[src/inc/ccpu_pkg.sv]
// Package for the capture/compare/PWM unit: register map, fields, modes
package ccpu_pkg;

   // Register byte addresses on the AXI4-Lite bus
   localparam logic [3:0] ADDR_UNIT_CONTROL   = 4'h0;
   localparam logic [3:0] ADDR_CAPTURE_SOURCE = 4'h4;
   localparam logic [3:0] ADDR_VALUE_LOW      = 4'h8;
   localparam logic [3:0] ADDR_VALUE_HIGH     = 4'hC;

   // Control register fields
   localparam int CTL_ENABLE_BIT = 7;
   localparam int CTL_OUTPUT_BIT = 5;
   localparam int CTL_ALIGN_BIT  = 4;

   // Reset values
   localparam logic [7:0] CONTROL_RESET = 8'h00;
   localparam logic [2:0] SOURCE_RESET  = 3'h0;
   localparam logic [7:0] VALUE_RESET   = 8'h00;

   // Mode select codes
   localparam logic [3:0] MODE_OFF          = 4'h0;
   localparam logic [3:0] MODE_TOGGLE_CLR   = 4'h1;
   localparam logic [3:0] MODE_TOGGLE       = 4'h2;
   localparam logic [3:0] MODE_CAP_BOTH     = 4'h3;
   localparam logic [3:0] MODE_CAP_FALL     = 4'h4;
   localparam logic [3:0] MODE_CAP_RISE     = 4'h5;
   localparam logic [3:0] MODE_CAP_RISE4    = 4'h6;
   localparam logic [3:0] MODE_CAP_RISE16   = 4'h7;
   localparam logic [3:0] MODE_CMP_SET      = 4'h8;
   localparam logic [3:0] MODE_CMP_CLEAR    = 4'h9;
   localparam logic [3:0] MODE_CMP_PULSE    = 4'hA;
   localparam logic [3:0] MODE_CMP_PULSE_CL = 4'hB;
   localparam logic [3:0] MODE_PWM          = 4'hF;

   localparam logic [2:0] SOURCE_RESERVED = 3'h7;
   localparam logic [3:0] PRESCALE_4_LAST  = 4'h3;
   localparam logic [3:0] PRESCALE_16_LAST = 4'hF;

   // AXI responses
   localparam logic [1:0] RESP_OKAY   = 2'b00;
   localparam logic [1:0] RESP_SLVERR = 2'b10;

   // Internal capture sources
   typedef struct packed {
      logic mapped_input_pin;
      logic comparator_one_output;
      logic comparator_two_output;
      logic oscillator_output;
      logic pin_change_event;
      logic logic_cell_one_out;
      logic logic_cell_two_out;
   } ccpu_sources_s;

   // Timer interface seen by the unit
   typedef struct packed {
      logic [15:0] sixteen_bit_timer;
      logic [7:0]  period_timer;
      logic [7:0]  period_register;
      logic [1:0]  time_base_low;
      logic        period_increment;
   } ccpu_timers_s;

   typedef enum logic [1:0] {
      WR_IDLE,
      WR_RESP
   } ccpu_wr_e;

endpackage

[src/core/ccpu_unit.sv]
// Capture/compare/PWM unit with AXI4-Lite register slave
//
// Implementation choices: the address map and the AXI4-Lite interface to the registers.
`timescale 1ns/1ns

// Notes on behaviour
// - PWM timing follows the system clock; no private clock source.
// - Any reset returns all registers to reset state; pin becomes input.
// - Control bit 7 enables the unit; resets to 0; bit 6 reads 0.
// - Control bit 5 reads current output level; writes ignored.
// - Control bit 4 selects PWM alignment; unused outside PWM.
// - Low four control bits select mode; 1111 PWM; 1100-1110 reserved.
// - Mode 0000 switches everything off and holds the unit reset.
// - Modes 1011/1010 pulse output on match; 1011 also clears timer.
// - Mode 1001 drives output low on match; 1000 drives it high.
// - Modes 0010/0001 toggle on match; 0001 also clears timer.
// - Mode 0111 captures every 16th rising edge; 0110 every 4th.
// - Modes 0101 rising, 0100 falling, 0011 both edges capture.
// - Every event sets the event flag and may trigger a conversion.
// - Three-bit source field picks the capture input; 111 reserved.
// - Capture loads timer low and high bytes into value registers.
// - Compare matches when all sixteen timer bits equal the values.
// - Right-aligned PWM: low byte is width 7:0, high 1:0 is 9:8.
// - Left-aligned PWM: high byte is width 9:2, low 7:6 is 1:0.
// - Period end clears period timer, sets output unless zero, latches duty.
// - Output goes low when ten-bit time base equals buffered width.
// - With clock enable low, all state and pin drive hold.
module ccpu_unit
   import ccpu_pkg::*;
#(
   parameter int PWM_BITS = 10
)
(
   // Clock, reset, enable
   input  wire logic          mclk,
   input  wire logic          rst_n,
   input  wire logic          clk_en,
   // AXI4-Lite write
   input  wire logic [3:0]    s_axi_awaddr,
   input  wire logic          s_axi_awvalid,
   output logic               s_axi_awready,
   input  wire logic [31:0]   s_axi_wdata,
   input  wire logic [3:0]    s_axi_wstrb,
   input  wire logic          s_axi_wvalid,
   output logic               s_axi_wready,
   output logic [1:0]         s_axi_bresp,
   output logic               s_axi_bvalid,
   input  wire logic          s_axi_bready,
   // AXI4-Lite read
   input  wire logic [3:0]    s_axi_araddr,
   input  wire logic          s_axi_arvalid,
   output logic               s_axi_arready,
   output logic [31:0]        s_axi_rdata,
   output logic [1:0]         s_axi_rresp,
   output logic               s_axi_rvalid,
   input  wire logic          s_axi_rready,
   // Partner signals
   input  wire ccpu_sources_s sources,
   input  wire ccpu_timers_s  timers,
   // Unit outputs
   output logic               pin_out,
   output logic               pin_oe_n,
   output logic               timer_clear,
   output logic               period_timer_clear,
   output logic               unit_event_flag,
   output logic               conversion_trigger
);

   // Register state
   logic                unit_enable, next_unit_enable;
   logic                width_alignment, next_width_alignment;
   logic [3:0]          mode_select, next_mode_select;
   logic [2:0]          capture_source, next_capture_source;
   logic [7:0]          value_low_byte, next_value_low_byte;
   logic [7:0]          value_high_byte, next_value_high_byte;
   // Engine state
   logic                output_level, next_output_level;
   logic                pulse_pending, next_pulse_pending;
   logic                cap_prev, next_cap_prev;
   logic [3:0]          prescale, next_prescale;
   logic [PWM_BITS-1:0] duty_buffer, next_duty_buffer;
   logic                event_now;
   logic                cap_in;
   logic                cap_event;
   logic                match;
   logic                active;
   logic                is_capture, is_compare, is_pwm;
   logic [PWM_BITS-1:0] width_word;
   logic [PWM_BITS-1:0] time_base;
   logic                period_end;
   // Bus state
   ccpu_wr_e            wr_state, next_wr_state;
   logic                rd_valid, next_rd_valid;
   logic [31:0]         rd_data, next_rd_data;
   logic [1:0]          rd_resp, next_rd_resp;
   logic [1:0]          wr_resp, next_wr_resp;
   logic                wr_go;
   logic                rd_go;
   logic [7:0]          control_view;

   // Bit 5 shows live output level
   always_comb
   begin
      control_view = {unit_enable, 1'b0, output_level, width_alignment, mode_select};
   end

   // Mode decode; reserved codes fall in no class
   always_comb
   begin
      active     = unit_enable && (mode_select != MODE_OFF);
      is_pwm     = active && (mode_select == MODE_PWM);
      is_capture = active && (mode_select >= MODE_CAP_BOTH)
                   && (mode_select <= MODE_CAP_RISE16)
                   && (capture_source != SOURCE_RESERVED);
      is_compare = active && ((mode_select == MODE_TOGGLE_CLR)
                   || (mode_select == MODE_TOGGLE)
                   || ((mode_select >= MODE_CMP_SET)
                   && (mode_select <= MODE_CMP_PULSE_CL)));
   end

   always_comb
   begin
      case (capture_source)
         3'h0:    cap_in = sources.mapped_input_pin;
         3'h1:    cap_in = sources.comparator_one_output;
         3'h2:    cap_in = sources.comparator_two_output;
         3'h3:    cap_in = sources.oscillator_output;
         3'h4:    cap_in = sources.pin_change_event;
         3'h5:    cap_in = sources.logic_cell_one_out;
         3'h6:    cap_in = sources.logic_cell_two_out;
         default: cap_in = 1'b0;
      endcase
   end

   // Alignment bit only matters here, in PWM
   always_comb
   begin
      if (width_alignment)
         width_word = {value_high_byte, value_low_byte[7:6]};
      else
         width_word = {value_high_byte[1:0], value_low_byte};
      time_base  = {timers.period_timer, timers.time_base_low};
      period_end = timers.period_increment
                   && (timers.period_timer == timers.period_register);
   end

   // Capture edge and compare match detection
   always_comb
   begin
      next_cap_prev = cap_in;
      next_prescale = prescale;
      cap_event     = 1'b0;
      case (mode_select)
         MODE_CAP_BOTH:   cap_event = cap_in != cap_prev;
         MODE_CAP_FALL:   cap_event = cap_prev && !cap_in;
         MODE_CAP_RISE:   cap_event = !cap_prev && cap_in;
         MODE_CAP_RISE4,
         MODE_CAP_RISE16:
         begin
            if (!cap_prev && cap_in)
            begin
               if (prescale == ((mode_select == MODE_CAP_RISE4) ?
                                PRESCALE_4_LAST : PRESCALE_16_LAST))
               begin
                  cap_event     = 1'b1;
                  next_prescale = 4'h0;
               end
               else
                  next_prescale = prescale + 4'h1;
            end
         end
         default: cap_event = 1'b0;
      endcase
      cap_event = cap_event && is_capture;
      if (!is_capture)
         next_prescale = 4'h0;
      match = is_compare
              && (timers.sixteen_bit_timer == {value_high_byte, value_low_byte});
   end

   // Output engine
   always_comb
   begin
      next_output_level  = output_level;
      next_pulse_pending = 1'b0;
      next_duty_buffer   = duty_buffer;
      timer_clear        = 1'b0;
      period_timer_clear = 1'b0;
      event_now          = cap_event;
      if (!active)
      begin
         // Off or disabled holds the output low
         next_output_level = 1'b0;
         next_duty_buffer  = '0;
      end
      else if (is_pwm)
      begin
         if (period_end)
         begin
            period_timer_clear = 1'b1;
            next_duty_buffer   = width_word;
            next_output_level  = (width_word != '0);
            event_now          = 1'b1;
         end
         // Time base match ends the pulse
         // Looks one step ahead so the registered pin is low while the match stands
         else if (PWM_BITS'(time_base + 1'b1) == duty_buffer)
            next_output_level = 1'b0;
      end
      else if (match)
      begin
         event_now = 1'b1;
         case (mode_select)
            MODE_TOGGLE_CLR:
            begin
               next_output_level = !output_level;
               timer_clear       = 1'b1;
            end
            MODE_TOGGLE:       next_output_level = !output_level;
            MODE_CMP_SET:      next_output_level = 1'b1;
            MODE_CMP_CLEAR:    next_output_level = 1'b0;
            MODE_CMP_PULSE_CL:
            begin
               next_output_level  = 1'b1;
               next_pulse_pending = 1'b1;
               timer_clear        = 1'b1;
            end
            MODE_CMP_PULSE:
            begin
               next_output_level  = 1'b1;
               next_pulse_pending = 1'b1;
            end
            default:           next_output_level = output_level;
         endcase
      end
      // Pulse falls back low one cycle later
      if (pulse_pending && active && !is_pwm && !next_pulse_pending)
         next_output_level = 1'b0;
   end

   // Bus handshake: write address and data are taken together
   always_comb
   begin
      wr_go         = (wr_state == WR_IDLE) && s_axi_awvalid && s_axi_wvalid;
      rd_go         = !rd_valid && s_axi_arvalid;
      s_axi_awready = wr_go;
      s_axi_wready  = wr_go;
      s_axi_arready = rd_go;
   end

   // Register writes and capture loads
   always_comb
   begin
      next_unit_enable     = unit_enable;
      next_width_alignment = width_alignment;
      next_mode_select     = mode_select;
      next_capture_source  = capture_source;
      next_value_low_byte  = value_low_byte;
      next_value_high_byte = value_high_byte;
      next_wr_state        = wr_state;
      next_wr_resp         = wr_resp;
      if (wr_go)
      begin
         next_wr_state = WR_RESP;
         next_wr_resp  = RESP_OKAY;
         if (s_axi_wstrb[0])
         begin
            case (s_axi_awaddr)
               ADDR_UNIT_CONTROL:
               begin
                  next_unit_enable     = s_axi_wdata[CTL_ENABLE_BIT];
                  next_width_alignment = s_axi_wdata[CTL_ALIGN_BIT];
                  next_mode_select     = s_axi_wdata[3:0];
               end
               ADDR_CAPTURE_SOURCE: next_capture_source = s_axi_wdata[2:0];
               ADDR_VALUE_LOW:      next_value_low_byte = s_axi_wdata[7:0];
               ADDR_VALUE_HIGH:     next_value_high_byte = s_axi_wdata[7:0];
               default:             next_wr_resp = RESP_SLVERR;
            endcase
         end
      end
      else if ((wr_state == WR_RESP) && s_axi_bready)
         next_wr_state = WR_IDLE;
      // Capture wins over a same-cycle software write
      if (cap_event)
      begin
         next_value_low_byte  = timers.sixteen_bit_timer[7:0];
         next_value_high_byte = timers.sixteen_bit_timer[15:8];
      end
   end

   // Register reads
   always_comb
   begin
      next_rd_valid = rd_valid;
      next_rd_data  = rd_data;
      next_rd_resp  = rd_resp;
      if (rd_go)
      begin
         next_rd_valid = 1'b1;
         next_rd_resp  = RESP_OKAY;
         case (s_axi_araddr)
            ADDR_UNIT_CONTROL:   next_rd_data = {24'h000000, control_view};
            ADDR_CAPTURE_SOURCE: next_rd_data = {29'h00000000, capture_source};
            ADDR_VALUE_LOW:      next_rd_data = {24'h000000, value_low_byte};
            ADDR_VALUE_HIGH:     next_rd_data = {24'h000000, value_high_byte};
            default:
            begin
               next_rd_data = 32'h00000000;
               next_rd_resp = RESP_SLVERR;
            end
         endcase
      end
      else if (rd_valid && s_axi_rready)
         next_rd_valid = 1'b0;
   end

   // Clock enable low freezes all state
   always_ff @(posedge mclk or negedge rst_n)
   begin
      if (!rst_n)
      begin
         unit_enable     <= CONTROL_RESET[CTL_ENABLE_BIT];
         width_alignment <= CONTROL_RESET[CTL_ALIGN_BIT];
         mode_select     <= CONTROL_RESET[3:0];
         capture_source  <= SOURCE_RESET;
         value_low_byte  <= VALUE_RESET;
         value_high_byte <= VALUE_RESET;
         output_level    <= 1'b0;
         pulse_pending   <= 1'b0;
         cap_prev        <= 1'b0;
         prescale        <= 4'h0;
         duty_buffer     <= '0;
         unit_event_flag <= 1'b0;
         wr_state        <= WR_IDLE;
         wr_resp         <= RESP_OKAY;
         rd_valid        <= 1'b0;
         rd_data         <= 32'h00000000;
         rd_resp         <= RESP_OKAY;
      end
      else if (clk_en)
      begin
         unit_enable     <= next_unit_enable;
         width_alignment <= next_width_alignment;
         mode_select     <= next_mode_select;
         capture_source  <= next_capture_source;
         value_low_byte  <= next_value_low_byte;
         value_high_byte <= next_value_high_byte;
         output_level    <= next_output_level;
         pulse_pending   <= next_pulse_pending;
         cap_prev        <= next_cap_prev;
         prescale        <= next_prescale;
         duty_buffer     <= next_duty_buffer;
         // Event flag pulses for every event
         unit_event_flag <= event_now;
         wr_state        <= next_wr_state;
         wr_resp         <= next_wr_resp;
         rd_valid        <= next_rd_valid;
         rd_data         <= next_rd_data;
         rd_resp         <= next_rd_resp;
      end
   end

   // Pin is an input while disabled or off
   always_comb
   begin
      pin_out            = output_level;
      pin_oe_n           = !active;
      conversion_trigger = unit_event_flag;
      s_axi_bvalid       = wr_state == WR_RESP;
      s_axi_bresp        = wr_resp;
      s_axi_rvalid       = rd_valid;
      s_axi_rdata        = rd_data;
      s_axi_rresp        = rd_resp;
   end
endmodule

[config.mk]
export PLATFORM = sky130hd
export DESIGN_NAME = ccpu_unit
export DESIGN_NICKNAME = d
export VERILOG_FILES = /design/src/inc/ccpu_pkg.sv /design/src/core/ccpu_unit.sv
export SDC_FILE = /design/constraint.sdc
export NUM_CORES = 1
export LEC_CHECK = 0
export ABC_AREA = 0
export BUFFER_PORTS_ARGS = -buffer_cell sky130_fd_sc_hd__buf_2
export CORE_MARGIN = 4
export CORE_UTILIZATION = 45
export DETAILED_ROUTE_END_ITERATION = 8
export PLACE_DENSITY = 0.72
export SLEW_MARGIN = 0
export SYNTH_ARGS = -nofsm -noshare
export SYNTH_HDL_FRONTEND = slang
export SYNTH_SLANG_ARGS = --single-unit
[constraint.sdc]
create_clock -name mclk -period 3.53 [get_ports mclk]
set_input_delay 0.1765 -clock mclk [delete_from_list [all_inputs] [get_ports mclk]]
set_output_delay 0.1765 -clock mclk [all_outputs]
set_load 0.1 [all_outputs]
==> flow_summary_export.csv <==
group,metric,value,unit
global_routing,grt_usage,18.5,%
worst_setup_path,crit_required,3730,ps
clock_network,htreeDepth,2,
worst_setup_path,cp.arrival,3470,ps
sta,fin_crit,3270,ps
sta,hold_viol,0,
global_routing,grt_overflow,0,
pwr,pwr-share-clk,22.2,%
yosys,synth_cell_types,65,
clock_network,cts_tree,"done",
yosys,syn_avg_cell_area,10.3,um2
drt,drc,0,
drt,ant_nets,0,
global_routing,grt_antenna_before_repair,0,
drt,drt_wl_total,9190,um
floorplan,dieArea,0.0104,mm2
place,place_inst,563,
pwr,p_switching,0.716,mW
global_routing,grt_max_degree,30,
drt,dr.pass1.iters,4,
yosys,synth_xor_area_share,8.83,%
yosys,async_reset_ff_share,100,%
clock_network,post-cts-setup-buffers,0,
pwr,p_int,1.09,mW
yosys,yosysSeqAreaShare,34.7,%
yosys,synth_fa_ha_area_share,1.26,%
sta,fin_tns_setup,0,ps
run_status,status,"finished clean",
yosys,synth_top_family_by_area,"multiplexers",
pwr,leakage,2.05,nW
yosys,synth_compound_area_share,11.2,%
worst_setup_path,cp-end-kind,"register",
clock_network,cts_hold_buf,1,
min_path,hold_path_class,"primary input to register",
yosys,synth_edf_count,0,
yosys,synth_mux_area_share,20.4,%
sta,slew_headroom,55.6,%
final_layout,stdcell_count,571,
sta,final-setup-viol-count,0,
floorplan,ios,141,
final_layout,antenna_cells,0,
worst_setup_path,path_class,"register to register",
yosys,synth-seq-cells,55,
drt,first_iter_violations,160,
place,hpwl,7410,um
place,io_buffers,87,
sta,worst_pin_slew,663,ps
floorplan,initial_core_util,47.4,%
clock_network,clk_transition_reported_paths,90,ps
drt,viasPerCell,5.52,
sta,rsz0062_at_grt,"false",
sta,skew,7.55,ps
global_routing,grt_pass1_wl,15400,um
yosys,ys_warn_count,0,
job,maxCapViolations,0,
final_layout,drive_above_1_share,33.9,%
final_layout,fin_area,0.00448,mm2
worst_setup_path,crit_fanout,17,
floorplan,rows,33,
clock_network,cts_resized,0,
clock_network,cts_buffer_depth,2,
drt,vias,3151,
drt,wl_per_cell,16.1,um
clock_network,cts_root_buf,"clkbuf_8",
pwr,swShare,39.7,%
clock_network,cts_made_buffers,5,
place,gp_congestion,0.852,
clock_network,worst_skew_pair.late_latency,300,ps
global_routing,grt_pass1_vias,3174,
floorplan,die_h,102,um
sta,finalCritPeriodShare,92.7,%
yosys,synth-simple-area-share,15.3,%
sta,slew_violations,0,
pwr,vdd_drop_max,255,uV
final_layout,final_net_count,564,
floorplan,fp.dieW,102,um
clock_network,cts.sinks,55,
place,placed_area,0.00437,mm2
yosys,synth_ff_type,"dfrtp_1",
final_layout,area_growth,13.0,%
pwr,p_comb_share,35.0,%
final_layout,fillers,755,
floorplan,fp.coreArea,0.00838,mm2
worst_setup_path,critPathLaunchType,"register",
pwr,powerDensity,403,mW/mm2
yosys,synthCells,386,
yosys,syn_area,0.00397,mm2
pwr,p_seq_share,42.8,%
sta,max_freq,306,MHz
pwr,power,1.81,mW
layout by cell type (no fill, tap or decap), types with 3 or more instances in the layout:
master | netlist | layout
mux2_2 | 26 | 26
mux2_4 | 18 | 18
nand3b_1 | 3 | 3
o21ai_0 | 23 | 23
xor2_1 | 7 | 7
buf_2 | 1 | 87
conb_1 | 1 | 26
nor2_1 | 12 | 12
nand4_1 | 7 | 7
mux4_2 | 3 | 3
nand3_1 | 11 | 11
nor4_1 | 6 | 5
dfrtp_1 | 55 | 55
or4_1 | 3 | 3
a31oi_1 | 4 | 4
a21oi_1 | 4 | 4
inv_1 | 9 | 9
or3_1 | 3 | 3
a22oi_1 | 6 | 6
mux2i_1 | 14 | 14
a22o_1 | 4 | 4
o31ai_1 | 3 | 3
nand2_1 | 41 | 41
ha_1 | 4 | 4
nor3_1 | 3 | 3
xnor2_1 | 33 | 33
clkbuf_8 | 0 | 5
path summary, 6_finish.rpt:
kind,end,startpoint,slack (ps),cells after the start
min reg2reg,s_axi_bresp[1],s_axi_bresp[1],490,2
min in group asynchronous,capture_source[1],rst_n,400,2
max reg2reg,value_high_byte[7],capture_source[0],260,10
max,value_high_byte[7],capture_source[0],260,10
min,wr_state[0],s_axi_bready,120,4
max in group asynchronous,s_axi_rdata[0],rst_n,2320,3
metal layers:
layer	up-vias	GRT usage, %	part of all wire (%)
met2	112	31.2	48
met1	1518	24.9	43
met4	0	4.34	1.2
met5	-	0	0
li1	1510	-	-
met3	11	3.28	7.5
synthesized netlist by cell type, drive strengths merged (2+ instances only):
cell type  instances  area, um2
and3               3       20.0
a211o              2       17.5
mux4               4       93.8
nand3b             3       22.5
or3                3       18.8
o31ai              3       22.5
nand2             42        160
ha                 4       50.1
o211ai             2       15.0
a22oi              6       45.0
nor3               3       15.0
a21oi              4       20.0
dfrtp             55       1380
xnor2             33        289
a41oi              2       17.5
clkbuf             7       26.3
nor2              12       45.0
nand4              7       43.8
nand2b             2       12.5
a31oi              4       25.0
nor3b              3       33.8
o21ai             25        136
nor4b              2       23.8
inv               10       37.5
or4b               2       20.0
mux2i             14        140
mux2              45        574
nand3             12       72.6
nor4               6       37.5
a22o               4       35.0
or4                3       22.5
buf               34        264
a31o               2       17.5
xor2               7       61.3
state kept, by name, indices dropped and copies added, names as in the netlist, 3 cells and up:
| register | flops |
|---|---|
| capture_source | 3 |
| duty_buffer | 10 |
| mode_select | 4 |
| prescale | 4 |
| s_axi_rdata | 8 |
| value_high_byte | 8 |
| value_low_byte | 8 |
cells by family (layout without fill, tap and decap cells):
family,Yosys count,after routing
and+or+nand+nor,110,110
muxes,63,63
AOI/OAI and AO/OA,62,62
DFF,55,55
buffers and inverters,51,106
xor gates and xnor gates,40,40
adders and majority gates,4,4
other,1,26
critical path: stages (launching register included):
cell and delay (ps):
dfrtp_1 470, mux4_2 530, nor2_1 110, a21oi_1 70, ha_1 300, or4b_1 470, o21ai_1 110, a31o_2 160
nand3_4 270, mux2_2 380, mux2_1 280
power groups by stage:
stage               sequential (mW)  clock, mW  combinational [mW]
floorplan                     0.851          0               0.442
finish                        0.773      0.401               0.632
detailed placement            0.783          0               0.632
global placement              0.779          0               0.622
global route                  0.781      0.439               0.678
CTS                           0.770      0.407               0.634
area by class of cell:
type	count	area (um2)	area share, %
inverter	10	37.5	0.837
timing repair buffer	89	453	10.1
sequential	55	1380	30.7
clock inverter	1	30.0	0.670
tap	105	131	2.93
multi-input combinational	305	2380	53.1
clock buffer	6	72.6	1.62
per-stage QoR:
step,util [%],hold WS [ps],worst slack [ps]
6_report,53.5,121,258
3_3_place_gp,52.1,215,321
2_1_floorplan,-,-119,13.5
5_1_grt,53.5,119,67.5
3_5_place_dp,52.1,217,262
4_1_cts,53.5,123,237
(Power assumes the default switching activity.)
